[src/design/fvd_pkg.sv]
/*
 * Constants, types and shared arithmetic of the vector datapath.
 * Assumes a byte-wide register view mapped onto APB words.
 */
package fvd_pkg;

    // ************************************************************
    // Types
    // ************************************************************
    typedef logic signed [15:0] fvd_word_t;
    typedef logic [7:0] fvd_byte_t;

    // ************************************************************
    // Register indices (byte address is four times the index)
    // ************************************************************
    localparam logic [15:0] IDX_CTRL = 16'h40A1;
    localparam logic [15:0] IDX_ANGLE_OFFSET = 16'h40AE;
    localparam logic [15:0] IDX_D_UPPER = 16'h40B0;
    localparam logic [15:0] IDX_D_LOWER = 16'h40B2;
    localparam logic [15:0] IDX_Q_UPPER = 16'h40B4;
    localparam logic [15:0] IDX_Q_LOWER = 16'h40B6;
    localparam logic [15:0] IDX_D_CMD = 16'h40B8;
    localparam logic [15:0] IDX_Q_CMD = 16'h40BA;
    localparam logic [15:0] IDX_D_CUR = 16'h40BC;
    localparam logic [15:0] IDX_Q_CUR = 16'h40BE;
    localparam logic [15:0] IDX_Y_CUR = 16'h40C0;
    localparam logic [15:0] IDX_Y_VOLT = 16'h40C2;
    localparam logic [15:0] IDX_D_OFS = 16'h40C2;
    localparam logic [15:0] IDX_X_VOLT = 16'h40C4;
    localparam logic [15:0] IDX_Q_OFS = 16'h40C4;
    localparam logic [15:0] IDX_C_CUR = 16'h40C6;
    localparam logic [15:0] IDX_B_CUR = 16'h40C8;
    localparam logic [15:0] IDX_A_CUR = 16'h40CA;
    localparam logic [15:0] IDX_ROTOR = 16'h40CC;
    localparam logic [15:0] IDX_OBS = 16'h40CE;
    localparam logic [15:0] IDX_X_BEMF = 16'h40D0;
    localparam logic [15:0] IDX_Y_BEMF = 16'h40D2;
    localparam logic [15:0] IDX_LAST = 16'h40D3;

    // ************************************************************
    // Field positions and reset values
    // ************************************************************
    localparam int CTRL_D_HOLD_BIT = 0;
    localparam int CTRL_Q_HOLD_BIT = 1;
    localparam fvd_word_t RST_WORD = 16'sh0000;
    localparam fvd_byte_t RST_BYTE = 8'h00;

    // ************************************************************
    // Shared arithmetic
    // ************************************************************
    // Saturating signed add, keeps the voltage from wrapping
    function automatic fvd_word_t fvd_sat_add(fvd_word_t a, fvd_word_t b);
        logic signed [16:0] s;
        s = 17'(a) + 17'(b);
        if (s > 17'sh0_7FFF) begin
            return 16'sh7FFF;
        end else if (s < -17'sh0_8000) begin
            return -16'sh8000;
        end
        return s[15:0];
    endfunction : fvd_sat_add

    // Upper limit is checked first if limits cross
    function automatic fvd_word_t fvd_clamp(fvd_word_t v, fvd_word_t hi,
                                            fvd_word_t lo);
        if (v > hi) begin
            return hi;
        end else if (v < lo) begin
            return lo;
        end
        return v;
    endfunction : fvd_clamp

    // Replace one byte of a word; high byte sits at the even index
    function automatic fvd_word_t fvd_put_byte(fvd_word_t w, logic low,
                                               fvd_byte_t b);
        return low ? {w[15:8], b} : {b, w[7:0]};
    endfunction : fvd_put_byte

endpackage : fvd_pkg

[src/design/fvd_axis_if.sv]
/*
 * Bundle between the register file and one axis regulator stage.
 * Assumes both ends sit in the pclk domain.
 */
`timescale 1ns/10ps
interface fvd_axis_if;
    import fvd_pkg::*;
    fvd_word_t pi_result;
    logic pi_valid;
    logic hold;
    fvd_word_t upper;
    fvd_word_t lower;
    fvd_word_t offset;
    logic wr_hi;
    logic wr_lo;
    fvd_byte_t wbyte;
    fvd_word_t cmd;
    fvd_word_t sum;

    modport regs (
        output pi_result, pi_valid, hold, upper, lower, offset,
        output wr_hi, wr_lo, wbyte,
        input cmd, sum
    );
    modport stage (
        input pi_result, pi_valid, hold, upper, lower, offset,
        input wr_hi, wr_lo, wbyte,
        output cmd, sum
    );
endinterface : fvd_axis_if

[src/design/fvd_datapath_regs.sv]
/*
 * Register file and angle path of the vector control datapath.
 * Assumes an APB master on pclk and engine strobes synchronous to pclk.
 */
// Overview of operation
// - The final rotor angle is the observer angle plus the angle offset; a software write overrides it until the next recompute.
// - The d regulator output is clamped between its two limits.
// - The q regulator output is clamped between its two limits.
// - The d voltage command holds the d regulator result, read/write.
// - The q voltage command holds the q regulator result, read/write.
// - The next stage gets the d command plus the d voltage offset.
// - The next stage gets the q command plus the q voltage offset.
// - The d and q currents are readable, read only.
// - The stationary y current is readable, read only.
// - The stationary x and y voltages are readable, read only.
// - Phase A, B and C currents are readable, each read only.
// - Angles are signed 16 bit, full range spanning -180 to +180.
// - Observer angle reads the raw angle; a write loads a start angle.
// - The stationary x and y back-EMF values are readable, read only.
// - A set loop hold stops the regulator updating its command.
`timescale 1ns/10ps
module fvd_datapath_regs
    import fvd_pkg::*;
#(
    parameter int ADDR_W = 17
) (
    // Clock and reset
    input wire logic pclk,
    input wire logic presetn,
    // APB slave
    input wire logic psel,
    input wire logic penable,
    input wire logic pwrite,
    input wire logic [ADDR_W-1:0] paddr,
    input wire logic [31:0] pwdata,
    output logic [31:0] prdata,
    output logic pready,
    output logic pslverr,
    // Regulator results
    input wire logic d_pi_valid,
    input wire fvd_word_t d_pi_result,
    input wire logic q_pi_valid,
    input wire fvd_word_t q_pi_result,
    // Transform and sampling results
    input wire logic current_valid,
    input wire fvd_word_t d_current_in,
    input wire fvd_word_t q_current_in,
    input wire fvd_word_t stat_y_current_in,
    input wire fvd_word_t phase_a_in,
    input wire fvd_word_t phase_b_in,
    input wire fvd_word_t phase_c_in,
    input wire logic voltage_valid,
    input wire fvd_word_t stat_x_voltage_in,
    input wire fvd_word_t stat_y_voltage_in,
    // Observer results
    input wire logic observer_valid,
    input wire fvd_word_t observer_angle_in,
    input wire fvd_word_t stat_x_bemf_in,
    input wire fvd_word_t stat_y_bemf_in,
    // To the next stage and the observer
    output fvd_word_t d_voltage_out,
    output fvd_word_t q_voltage_out,
    output fvd_word_t rotor_angle_out,
    output logic observer_start_load,
    output fvd_word_t observer_start_angle
);

    // ************************************************************
    // Registers
    // ************************************************************
    logic d_loop_hold;
    logic q_loop_hold;
    fvd_word_t angle_offset;
    fvd_word_t d_out_upper_limit;
    fvd_word_t d_out_lower_limit;
    fvd_word_t q_out_upper_limit;
    fvd_word_t q_out_lower_limit;
    fvd_word_t d_voltage_offset;
    fvd_word_t q_voltage_offset;
    fvd_word_t d_current_meas;
    fvd_word_t q_current_meas;
    fvd_word_t stat_y_current;
    fvd_word_t stat_x_voltage;
    fvd_word_t stat_y_voltage;
    fvd_word_t phase_a_current;
    fvd_word_t phase_b_current;
    fvd_word_t phase_c_current;
    fvd_word_t final_rotor_angle;
    fvd_word_t observer_angle;
    fvd_word_t stat_x_bemf;
    fvd_word_t stat_y_bemf;
    logic angle_dirty;

    // ************************************************************
    // Address decode
    // ************************************************************
    logic [15:0] idx;
    logic [15:0] widx;
    logic low;
    logic addr_ok;
    logic wr_en;
    fvd_byte_t wbyte;
    fvd_word_t rd_word;

    assign idx = 16'(paddr[ADDR_W-1:2]);
    // Word index drops the byte select
    assign widx = {idx[15:1], 1'b0};
    assign low = idx[0];
    assign wbyte = pwdata[7:0];
    // Misaligned or out of window answers with an error
    assign addr_ok = (paddr[1:0] == 2'b00) &&
                     (((idx >= IDX_ANGLE_OFFSET) && (idx <= IDX_LAST)) ||
                      (idx == IDX_CTRL));
    // Writes take effect only at the completing edge
    assign wr_en = psel && penable && pready && pwrite && addr_ok;

    function automatic logic hit(logic [15:0] w);
        return wr_en && (widx == w);
    endfunction : hit

    // ************************************************************
    // Axis stages
    // ************************************************************
    fvd_axis_if d_ax ();
    fvd_axis_if q_ax ();

    assign d_ax.pi_result = d_pi_result;
    assign d_ax.pi_valid = d_pi_valid;
    assign d_ax.hold = d_loop_hold;
    assign d_ax.upper = d_out_upper_limit;
    assign d_ax.lower = d_out_lower_limit;
    assign d_ax.offset = d_voltage_offset;
    assign d_ax.wr_hi = wr_en && (widx == IDX_D_CMD) && !low;
    assign d_ax.wr_lo = wr_en && (widx == IDX_D_CMD) && low;
    assign d_ax.wbyte = wbyte;

    assign q_ax.pi_result = q_pi_result;
    assign q_ax.pi_valid = q_pi_valid;
    assign q_ax.hold = q_loop_hold;
    assign q_ax.upper = q_out_upper_limit;
    assign q_ax.lower = q_out_lower_limit;
    assign q_ax.offset = q_voltage_offset;
    assign q_ax.wr_hi = wr_en && (widx == IDX_Q_CMD) && !low;
    assign q_ax.wr_lo = wr_en && (widx == IDX_Q_CMD) && low;
    assign q_ax.wbyte = wbyte;

    fvd_axis_stage u_d_stage (
        .pclk(pclk),
        .presetn(presetn),
        .ax(d_ax.stage)
    );

    fvd_axis_stage u_q_stage (
        .pclk(pclk),
        .presetn(presetn),
        .ax(q_ax.stage)
    );

    // Stage sums come straight from the stage flops
    assign d_voltage_out = d_ax.sum;
    assign q_voltage_out = q_ax.sum;

    // ************************************************************
    // Loop hold control
    // ************************************************************
    always_ff @(posedge pclk or negedge presetn) begin
        if (!presetn) begin
            d_loop_hold <= 1'b0;
            q_loop_hold <= 1'b0;
        end else if (wr_en && (idx == IDX_CTRL)) begin
            d_loop_hold <= pwdata[CTRL_D_HOLD_BIT];
            q_loop_hold <= pwdata[CTRL_Q_HOLD_BIT];
        end
    end

    // ************************************************************
    // Limits and offsets written by software
    // ************************************************************
    always_ff @(posedge pclk or negedge presetn) begin
        if (!presetn) begin
            angle_offset <= RST_WORD;
            d_out_upper_limit <= RST_WORD;
            d_out_lower_limit <= RST_WORD;
            q_out_upper_limit <= RST_WORD;
            q_out_lower_limit <= RST_WORD;
        end else if (hit(IDX_ANGLE_OFFSET)) begin
            angle_offset <= fvd_put_byte(angle_offset, low, wbyte);
        end else if (hit(IDX_D_UPPER)) begin
            d_out_upper_limit <= fvd_put_byte(d_out_upper_limit, low, wbyte);
        end else if (hit(IDX_D_LOWER)) begin
            d_out_lower_limit <= fvd_put_byte(d_out_lower_limit, low, wbyte);
        end else if (hit(IDX_Q_UPPER)) begin
            q_out_upper_limit <= fvd_put_byte(q_out_upper_limit, low, wbyte);
        end else if (hit(IDX_Q_LOWER)) begin
            q_out_lower_limit <= fvd_put_byte(q_out_lower_limit, low, wbyte);
        end
    end

    // Offsets sit behind the read-only voltage addresses
    always_ff @(posedge pclk or negedge presetn) begin
        if (!presetn) begin
            d_voltage_offset <= RST_WORD;
            q_voltage_offset <= RST_WORD;
        end else if (hit(IDX_D_OFS)) begin
            d_voltage_offset <= fvd_put_byte(d_voltage_offset, low, wbyte);
        end else if (hit(IDX_Q_OFS)) begin
            q_voltage_offset <= fvd_put_byte(q_voltage_offset, low, wbyte);
        end
    end

    // ************************************************************
    // Read-only captures from the engine
    // ************************************************************
    always_ff @(posedge pclk or negedge presetn) begin
        if (!presetn) begin
            d_current_meas <= RST_WORD;
            q_current_meas <= RST_WORD;
            stat_y_current <= RST_WORD;
            phase_a_current <= RST_WORD;
            phase_b_current <= RST_WORD;
            phase_c_current <= RST_WORD;
        end else if (current_valid) begin
            d_current_meas <= d_current_in;
            q_current_meas <= q_current_in;
            stat_y_current <= stat_y_current_in;
            phase_a_current <= phase_a_in;
            phase_b_current <= phase_b_in;
            phase_c_current <= phase_c_in;
        end
    end

    always_ff @(posedge pclk or negedge presetn) begin
        if (!presetn) begin
            stat_x_voltage <= RST_WORD;
            stat_y_voltage <= RST_WORD;
        end else if (voltage_valid) begin
            stat_x_voltage <= stat_x_voltage_in;
            stat_y_voltage <= stat_y_voltage_in;
        end
    end

    always_ff @(posedge pclk or negedge presetn) begin
        if (!presetn) begin
            stat_x_bemf <= RST_WORD;
            stat_y_bemf <= RST_WORD;
        end else if (observer_valid) begin
            stat_x_bemf <= stat_x_bemf_in;
            stat_y_bemf <= stat_y_bemf_in;
        end
    end

    // ************************************************************
    // Observer angle and start angle
    // ************************************************************
    // A software write wins over an observer update that cycle
    always_ff @(posedge pclk or negedge presetn) begin
        if (!presetn) begin
            observer_angle <= RST_WORD;
        end else if (hit(IDX_OBS)) begin
            observer_angle <= fvd_put_byte(observer_angle, low, wbyte);
        end else if (observer_valid) begin
            observer_angle <= observer_angle_in;
        end
    end

    // Start angle goes out after the low byte completes the word
    always_ff @(posedge pclk or negedge presetn) begin
        if (!presetn) begin
            observer_start_load <= 1'b0;
            observer_start_angle <= RST_WORD;
        end else begin
            observer_start_load <= hit(IDX_OBS) && low;
            if (hit(IDX_OBS)) begin
                observer_start_angle <=
                    fvd_put_byte(observer_angle, low, wbyte);
            end
        end
    end

    // ************************************************************
    // Final rotor angle
    // ************************************************************
    // Recompute one cycle after any input changes
    always_ff @(posedge pclk or negedge presetn) begin
        if (!presetn) begin
            angle_dirty <= 1'b0;
        end else begin
            angle_dirty <= observer_valid || hit(IDX_OBS) ||
                           hit(IDX_ANGLE_OFFSET);
        end
    end

    // Wraps modulo 2^16, so +180 rolls over to -180
    always_ff @(posedge pclk or negedge presetn) begin
        if (!presetn) begin
            final_rotor_angle <= RST_WORD;
        end else if (hit(IDX_ROTOR)) begin
            final_rotor_angle <= fvd_put_byte(final_rotor_angle, low, wbyte);
        end else if (angle_dirty) begin
            final_rotor_angle <= 16'(observer_angle + angle_offset);
        end
    end

    assign rotor_angle_out = final_rotor_angle;

    // ************************************************************
    // Read multiplexer
    // ************************************************************
    function automatic fvd_word_t word_at(logic [15:0] w);
        if (w == IDX_ANGLE_OFFSET) begin
            return angle_offset;
        end else if (w == IDX_D_UPPER) begin
            return d_out_upper_limit;
        end else if (w == IDX_D_LOWER) begin
            return d_out_lower_limit;
        end else if (w == IDX_Q_UPPER) begin
            return q_out_upper_limit;
        end else if (w == IDX_Q_LOWER) begin
            return q_out_lower_limit;
        end else if (w == IDX_D_CMD) begin
            return d_ax.cmd;
        end else if (w == IDX_Q_CMD) begin
            return q_ax.cmd;
        end else if (w == IDX_D_CUR) begin
            return d_current_meas;
        end else if (w == IDX_Q_CUR) begin
            return q_current_meas;
        end else if (w == IDX_Y_CUR) begin
            return stat_y_current;
        end else if (w == IDX_Y_VOLT) begin
            return stat_y_voltage;
        end else if (w == IDX_X_VOLT) begin
            return stat_x_voltage;
        end else if (w == IDX_C_CUR) begin
            return phase_c_current;
        end else if (w == IDX_B_CUR) begin
            return phase_b_current;
        end else if (w == IDX_A_CUR) begin
            return phase_a_current;
        end else if (w == IDX_ROTOR) begin
            return final_rotor_angle;
        end else if (w == IDX_OBS) begin
            return observer_angle;
        end else if (w == IDX_X_BEMF) begin
            return stat_x_bemf;
        end else if (w == IDX_Y_BEMF) begin
            return stat_y_bemf;
        end
        return RST_WORD;
    endfunction : word_at

    // Process form so register changes re-run the lookup
    always_comb rd_word = word_at(widx);

    // ************************************************************
    // APB answer
    // ************************************************************
    // No wait state: data is fetched in setup so prdata is a flop
    always_ff @(posedge pclk or negedge presetn) begin
        if (!presetn) begin
            pready <= 1'b0;
            pslverr <= 1'b0;
            prdata <= 32'h0000_0000;
        end else if (psel && !penable) begin
            pready <= 1'b1;
            pslverr <= !addr_ok;
            if (!addr_ok || pwrite) begin
                prdata <= 32'h0000_0000;
            end else if (idx == IDX_CTRL) begin
                prdata <= {30'h0000_0000, q_loop_hold, d_loop_hold};
            end else if (low) begin
                prdata <= {24'h00_0000, rd_word[7:0]};
            end else begin
                prdata <= {24'h00_0000, rd_word[15:8]};
            end
        end else begin
            pready <= 1'b0;
            pslverr <= 1'b0;
        end
    end

endmodule : fvd_datapath_regs

[src/design/fvd_axis_stage.sv]
/*
 * One axis of the regulator back end: clamp, command hold, offset add.
 * Assumes register writes and regulator strobes are pclk synchronous.
 */
`timescale 1ns/10ps
module fvd_axis_stage
    import fvd_pkg::*;
(
    // Clock and reset
    input wire logic pclk,
    input wire logic presetn,
    // Link to the register file
    fvd_axis_if.stage ax
);

    // ************************************************************
    // Voltage command
    // ************************************************************
    // Software write wins over a regulator update in the same cycle
    always_ff @(posedge pclk or negedge presetn) begin
        if (!presetn) begin
            ax.cmd <= RST_WORD;
        end else if (ax.wr_hi || ax.wr_lo) begin
            ax.cmd <= fvd_put_byte(ax.cmd, ax.wr_lo, ax.wbyte);
        end else if (ax.pi_valid && !ax.hold) begin
            // Clamped result lands in the command
            ax.cmd <= fvd_clamp(ax.pi_result, ax.upper, ax.lower);
        end
    end

    // ************************************************************
    // Output to the next stage
    // ************************************************************
    // Saturated so a large offset cannot wrap the sum past full scale and flip its sign
    always_ff @(posedge pclk or negedge presetn) begin
        if (!presetn) begin
            ax.sum <= RST_WORD;
        end else begin
            ax.sum <= fvd_sat_add(ax.cmd, ax.offset);
        end
    end

endmodule : fvd_axis_stage

[config.mk]
export PLATFORM = sky130hd
export DESIGN_NAME = fvd_datapath_regs
export DESIGN_NICKNAME = d
export VERILOG_FILES = /design/src/design/fvd_pkg.sv /design/src/design/fvd_axis_if.sv /design/src/design/fvd_datapath_regs.sv /design/src/design/fvd_axis_stage.sv
export SDC_FILE = /design/constraint.sdc
export NUM_CORES = 1
export LEC_CHECK = 0
export BUFFER_PORTS_ARGS = -buffer_cell sky130_fd_sc_hd__buf_4
export CAP_MARGIN = 20
export CORE_ASPECT_RATIO = 0.7
export CORE_MARGIN = 2
export CORE_UTILIZATION = 30
export CTS_BUF_LIST = sky130_fd_sc_hd__clkbuf_4 sky130_fd_sc_hd__clkbuf_8
export CTS_CLUSTER_DIAMETER = 150
export CTS_CLUSTER_SIZE = 25
export DETAILED_ROUTE_END_ITERATION = 10
export GPL_TIMING_DRIVEN = 0
export PLACE_DENSITY = 0.51
export SLEW_MARGIN = 15
export SYNTH_ARGS = -nofsm -noshare
export SYNTH_HDL_FRONTEND = slang
export SYNTH_SLANG_ARGS = --single-unit
[constraint.sdc]
create_clock -name pclk -period 3.69 [get_ports pclk]
set_input_delay 0.738 -clock pclk [delete_from_list [all_inputs] [get_ports pclk]]
set_output_delay 0.738 -clock pclk [all_outputs]
set_load 0.02 [all_outputs]
==> run_results.csv, run 1 <==
group,metric,value,unit
logic_synthesis,yosysSeqAreaShare,0.430,
critical_path,critPathTopFamily,"buffers and inverters",
pwr,swShare,0.328,
placement,globalplace.congestion,0.993,
grt,first_global_vias,20600,
route,drc_errors,0,
clock_network,cts-root-buf,"clkbuf_8",
floorplanning,pin_count,366,
final_layout,seqCellArea,0.00996,mm²
floorplanning,rows,85,
pwr,irDropWorstVdd,0.209,mV
critical_path,worst_ep_required_time,4.34,ns
route,via_per_inst,5.63,
final_layout,layout-area-overhead-vs-synth,19.5,%
timing,setup_violations,3,
pwr,clockPowerShare,0.225,
logic_synthesis,synth_most_common_cell,"dfrtp_1",
clock_network,cts_buffers,19,
timing,final.setup.tns,-0.124,ns
logic_synthesis,ys_top_cells_by_count,"dfrtp_1, mux2_2, nand2_1, o21ai_0, nor2_1",
run_status,status,"complete, but fails checks",
floorplanning,start_util,0.302,
route,routed_wl,109,mm
timing,holdWs,0.254,ns
clock_network,h-tree-depth,1,
floorplanning,die_x,336,µm
critical_path,crit_fanout,10,
worst_hold_path,min_path_cells,3,
floorplanning,core_area,0.0767,mm²
critical_path,crit_path_cell_trace,"clkbuf_1 -> buf_2 -> clkdlybuf4s15_2 -> clkbuf_4 -> clkdlybuf4s15_2 -> nand2_1 -> a22oi_1 -> o221ai_2 -> o2111ai_1 -> nand3_1 -> nand2_1",
pwr,totalPowerFinal,0.00882,W
logic_synthesis,ys_dominant_reg_cell,"dfrtp_1",
logic_synthesis,async_flop_share,1.00,
placement,dpl_cell_area,0.0270,mm²
route,dr_total_vias,21200,
final_layout,layout-drive-gt1-share,0.250,
timing,finalMaxSlewViolations,0,
pwr,power_density,319,mW/mm²
logic_synthesis,synth_area_leaders,"dfrtp_1, mux2_2, ha_1",
final_layout,nFillCells,7822,
route,ant_nets,0,
placement,portBuffers,311,
timing,period_share,1.02,
logic_synthesis,synth_edf_count,0,
timing,max_clock_freq,0.267,GHz
placement,dp_hpwl,87.3,mm
final_layout,fin_area,0.0277,mm²
clock_network,cts_max_path_buffers,3,
route,drtPass1Iterations,6,
pwr,p_leak,12.5,nW
final_layout,layout.nets,3103,
timing,min_period,3.75,ns
clock_network,cts_sinks,398,
pwr,internal_power,0.00592,W
pwr,switchingPower,0.00289,W
critical_path,slowest_stage,"clkdlybuf4s15_2",
run_status,violations,"setup timing",
final_layout,multi_input_area,0.0124,mm²
logic_synthesis,synth_area,0.0232,mm²
route,wl_per_cell,28.9,µm
grt,grt_pass1_wl,153,mm
critical_path,cp-start-kind,"input port",
logic_synthesis,synthCells,2356,
grt,antenna_found_initial,11,
floorplanning,dieArea,0.0794,mm²
clock_network,clk_latency,0.70,ns
grt,grt_max_degree,100,
flow_run,maxCapViolations,0,
clock_network,cts.clk_slew.worst_paths,0.20,ns
logic_synthesis,synth_cell_types,82,
logic_synthesis,synth_warnings,0,
placement,place_ws,-1.89,ns
pwr,pwr-share-comb,0.212,
critical_path,path_buf_inv,5,
floorplanning,die_h,236,µm
timing,hold_violations,0,
critical_path,arrival,4.41,ns
grt,track_usage,0.267,
critical_path,r2r_cells,9,
logic_synthesis,synth_top_area_frac,0.430,
pwr,seq_power_share,0.563,
worst_hold_path,hold_class,"input port to register",
timing,clock_skew,0.0757,ns
critical_path,cpPeakStageDelay,0.59,ns
timing,slew_headroom,0.226,
logic_synthesis,synth_top_area_cell,"dfrtp_1",
critical_path,crit_cells,11,
logic_synthesis,avgSynthCellArea,9.83,µm²
logic_synthesis,synth-seq-cells,398,
timing,setup_ws,-0.0604,ns
route,drt_iter0_drc,2311,
critical_path,worstSetupPathType,"input port to register",
critical_path,crit_path_end_kind,"register",
grt,overflow,0,
clock_network,cts_tree,"yes",
timing,tightest_slew,1.16,ns
layout by cell type, fill, tap and decap left out, drive strengths merged, types with 24 or more instances in the layout:
master	count
dfrtp	398
buf	369
mux2	223
nand2	188
o21ai	188
nor2	165
clkbuf	133
a21oi	117
ha	109
inv	107
mux2i	67
o22ai	58
nor3	58
a211oi	39
a21o	38
a22oi	33
nand3	31
nor2b	27
nand2b	26
conb	24
worst reg2reg max path: stages, from the launching register on:
cell       delay (ns)
dfrtp_1          0.41
inv_1            0.21
ha_1             0.31
a21o_1           0.19
a2111oi_1        0.60
a41oi_2          0.46
a211o_2          0.53
and2_1           0.20
clkbuf_1         0.22
a211oi_1         0.30
cell type report:
| class | count | area share |
|---|---|---|
| sequential | 398 | 0.360 |
| clock inverter | 1 | 0.000271 |
| antenna | 3 | 0.000271 |
| inverter | 109 | 0.0149 |
| buffer | 157 | 0.0269 |
| timing repair buffer | 327 | 0.0925 |
| tap | 1044 | 0.0472 |
| clock buffer | 21 | 0.0100 |
| multi-input combinational | 1712 | 0.448 |
metrics by stage:
stage,util,std cells
floorplan,-,2379
global placement,0.351,3734
detailed placement,0.353,3741
CTS,0.358,3764
global route,0.361,3770
finish,0.361,3772
final timing paths:
| path | startpoint | end | slack, ns |
|---|---|---|---|
| worst max-delay path | paddr[3] | prdata[1]$_DFFE_PN0P_ | -0.06 |
| worst min-delay path | stat_y_current_in[7] | stat_y_current[7]$_DFFE_PN0P_ | 0.25 |
| worst max register to register | q_ax.upper[13]$_DFFE_PN0P_ | u_q_stage.ax.cmd[2]$_DFFE_PN0P_ | 0.18 |
| worst min register to register | d_ax.offset[6]$_DFFE_PN0P_ | d_ax.offset[6]$_DFFE_PN0P_ | 0.53 |
| max in group asynchronous | presetn | stat_x_bemf[9]$_DFFE_PN0P_ | 1.33 |
| min in group asynchronous | presetn | u_q_stage.ax.sum[8]$_DFF_PN0_ | 0.57 |
what timing repair did:
| action | in CTS | in global routing |
|---|---|---|
| buffers inserted | 0 | 7 |
| pin swaps | 2 | 5 |
| gates resized for setup | 36 | 39 |
| endpoints found under the hold margin | 7 | 0 |
| endpoints found under the setup margin | 52 | 134 |
| cloned | 0 | 0 |
| hold buffers | 1 | 0 |
power by group through the flow:
stage	logic (W)	clock network, W	registers (W)
2_1_floorplan	0.000873	0	0.00494
3_3_place_gp	0.00178	0	0.00503
3_5_place_dp	0.00182	0	0.00504
4_1_cts	0.00183	0.00203	0.00496
5_1_grt	0.00200	0.00217	0.00498
6_report	0.00187	0.00199	0.00496
cells by family after synthesis:
logic type               after synthesis  share of synthesized area
AO/OA/AOI/OAI                        649                      0.181
XOR/XNOR                              30                     0.0113
adder cells (fa/ha/maj)              112                     0.0615
buffers and inverters                269                     0.0485
flip-flops                           398                      0.430
multiplexers                         294                      0.141
other                                  1                   0.000162
AND/OR/NAND/NOR                      603                      0.126
layer usage:
layer  track usage  wire length [µm]  up-vias
li1              -                 -     9270
met1         0.419             52900    10900
met2         0.383             45500      963
met3        0.0500              9030       89
met4        0.0366              1520        0
met5             0                 0        -
Note: power is estimated with default switching activity, not from simulation.
==> run 2, diff against run 1 <==
Settings changed: PLACE_DENSITY 0.51 to not set, PLACE_DENSITY_LB_ADDON set to 0.25.
==> run 2 against run 1 <==
  * Sequential power barely moved
  * Cell area about the same
  * Global-route usage is 0.25 points lower
  * The flow still finishes with violations (setup timing)
  * Sequential share of layout area is essentially flat
  * Largest cell class unchanged
  * Utilization about the same
==> run_results.csv, run 2 (synthesis gave the netlist of run 1 again) <==
group,metric,value,unit
timing,setup_violations,2,
critical_path,arrival,4.38,ns
final_layout,nFillCells,7775,
clock_network,cts_buffers,19,
clock_network,cts_sinks,398,
pwr,irDropWorstVdd,0.198,mV
grt,overflow,0,
critical_path,slowest_stage,"clkdlybuf4s15_2",
critical_path,crit_path_cell_trace,"clkbuf_1 -> buf_2 -> clkbuf_4 -> clkbuf_4 -> clkdlybuf4s15_2 -> nand2_1 -> a22oi_1 -> a211oi_4 -> o21ai_1 -> a21oi_1 -> o31ai_1",
timing,max_clock_freq,0.264,GHz
timing,slew_headroom,0.159,
placement,dp_cells,3742,
timing,setup_ws,-0.104,ns
route,wl_per_cell,28.8,µm
floorplanning,core_area,0.0767,mm²
critical_path,path_buf_inv,5,
floorplanning,start_util,0.302,
pwr,p_leak,12.5,nW
critical_path,cpPeakStageDelay,0.59,ns
grt,grt_max_degree,88,
final_layout,stdcell_count,3773,
clock_network,cts_hold_buffers,0,
critical_path,worst_ep_required_time,4.27,ns
timing,finalMaxSlewViolations,0,
clock_network,cts-root-buf,"clkbuf_8",
worst_hold_path,hold_class,"input port to async pin",
placement,portBuffers,311,
grt,first_global_vias,21000,
route,drt_iter0_drc,2441,
timing,clock_skew,0.0754,ns
placement,place_ws,-2.07,ns
grt,antenna_found_initial,10,
grt,grt_pass1_wl,152,mm
pwr,power_density,319,mW/mm²
timing,min_period,3.79,ns
clock_network,cts_max_path_buffers,3,
final_layout,layout-drive-gt1-share,0.250,
final_layout,layout.cells.most_common,"dfrtp_1",
clock_network,h-tree-depth,1,
critical_path,critPathTopFamily,"buffers and inverters",
critical_path,cp-start-kind,"input port",
critical_path,worstSetupPathType,"input port to register",
clock_network,clk_latency,0.71,ns
timing,holdWs,0.0402,ns
floorplanning,die_h,236,µm
timing,rsz0062_at_grt,"true",
timing,hold_violations,0,
placement,dpl_cell_area,0.0271,mm²
clock_network,cts.clk_slew.worst_paths,0.17,ns
final_layout,layout.nets,3101,
floorplanning,pin_count,366,
route,via_per_inst,5.65,
route,drc_errors,0,
final_layout,seqCellArea,0.00996,mm²
floorplanning,die_x,336,µm
final_layout,final_cell_mix,"dfrtp_1, buf_4, mux2_2",
critical_path,crit_fanout,10,
grt,track_usage,0.265,
placement,globalplace.congestion,1.02,
floorplanning,rows,85,
route,routed_wl,109,mm
critical_path,crit_path_end_kind,"register",
final_layout,layout-area-overhead-vs-synth,19.5,%
final_layout,multi_input_area,0.0124,mm²
final_layout,fin_area,0.0277,mm²
clock_network,cts_tree,"yes",
timing,tightest_slew,1.25,ns
flow_run,maxCapViolations,0,
run_status,status,"complete, but fails checks",
floorplanning,dieArea,0.0794,mm²
placement,dp_hpwl,87.2,mm
route,dr_total_vias,21300,
route,drtPass1Iterations,6,
timing,period_share,1.03,
run_status,violations,"setup timing",
route,ant_nets,0,
critical_path,crit_top_cell,"clkbuf_4",
-- run 2: cell count changes in the layout (fill, tap and decap cells not counted), moves of 2 or more --
cell	change
buf_2	+3
clkbuf_4	-3
diode_2	+3
buf_4	-2
buf_6	+2
clkbuf_1	+2
clkbuf_2	-2
o21ai_0	-2
o21ai_2	+2
-- run 2: timing repair --
action	4_1_cts	5_1_grt
resized for setup	39	43
setup buffers	0	5
pin swaps	2	1
endpoints found under the setup margin	81	122
-- run 2: final cells by class --
type,instances,share of cell area
antenna,6,0.000543
sequential,398,0.360
buffer,157,0.0265
timing repair buffer,325,0.0926
tap,1044,0.0472
clock buffer,21,0.00999
multi-input combinational,1712,0.448
clock inverter,1,0.000271
inverter,109,0.0149
-- run 2: power by group --
part | leakage, nW | switching [W] | internal [W] | total, W
Clock | 0.146 | 0.00148 | 0.000497 | 0.00198
Sequential | 4.71 | 0.000314 | 0.00465 | 0.00497
Combinational | 7.64 | 0.00109 | 0.000777 | 0.00187
Total | 12.5 | 0.00289 | 0.00593 | 0.00881
-- run 2: per-stage QoR --
step                      power (W)   util  setup TNS (ns)
after floorplan             0.00582      -               0
after global placement      0.00681  0.351         -986.67
after detailed placement    0.00686  0.353         -122.19
after CTS                   0.00883  0.358          -0.208
after global routing        0.00915  0.361           -1.10
final                       0.00881  0.361          -0.166
-- run 2: metal layers --
layer / GRT usage / vias up / share of wire
met3: 0.0598 / 100 / 0.094
met1: 0.400 / 10900 / 0.46
met4: 0.0436 / 0 / 0.017
met5: 0 / - / 0
li1: - / 9270 / -
met2: 0.387 / 997 / 0.42
-- run 2: worst register-to-register path, stage by stage, from the launching register on --
cell       delay, ns
dfrtp_1         0.52
inv_1           0.14
ha_1            0.34
a2111oi_0       0.43
o21ai_0         0.21
a32o_1          0.26
a2111oi_0       0.38
a211o_2         0.30
buf_2           0.28
mux2i_1         0.35
a21oi_1         0.12
-- run 2: final timing paths --
kind,slack [ns],endpoint,cells after the start,from
min,0.04,u_q_stage.ax.sum[14]$_DFF_PN0_,1,presetn
min reg2reg,0.52,observer_start_angle[15]$_DFFE_PN0P_,2,observer_start_angle[15]$_DFFE_PN0P_
max in group asynchronous,2.27,stat_y_bemf[2]$_DFFE_PN0P_,3,presetn
max,-0.10,prdata[2]$_DFFE_PN0P_,11,paddr[3]
min in group pclk,0.24,phase_b_current[6]$_DFFE_PN0P_,3,phase_b_in[6]
max reg2reg,0.25,u_q_stage.ax.cmd[0]$_DFFE_PN0P_,10,q_ax.lower[13]$_DFFE_PN0P_
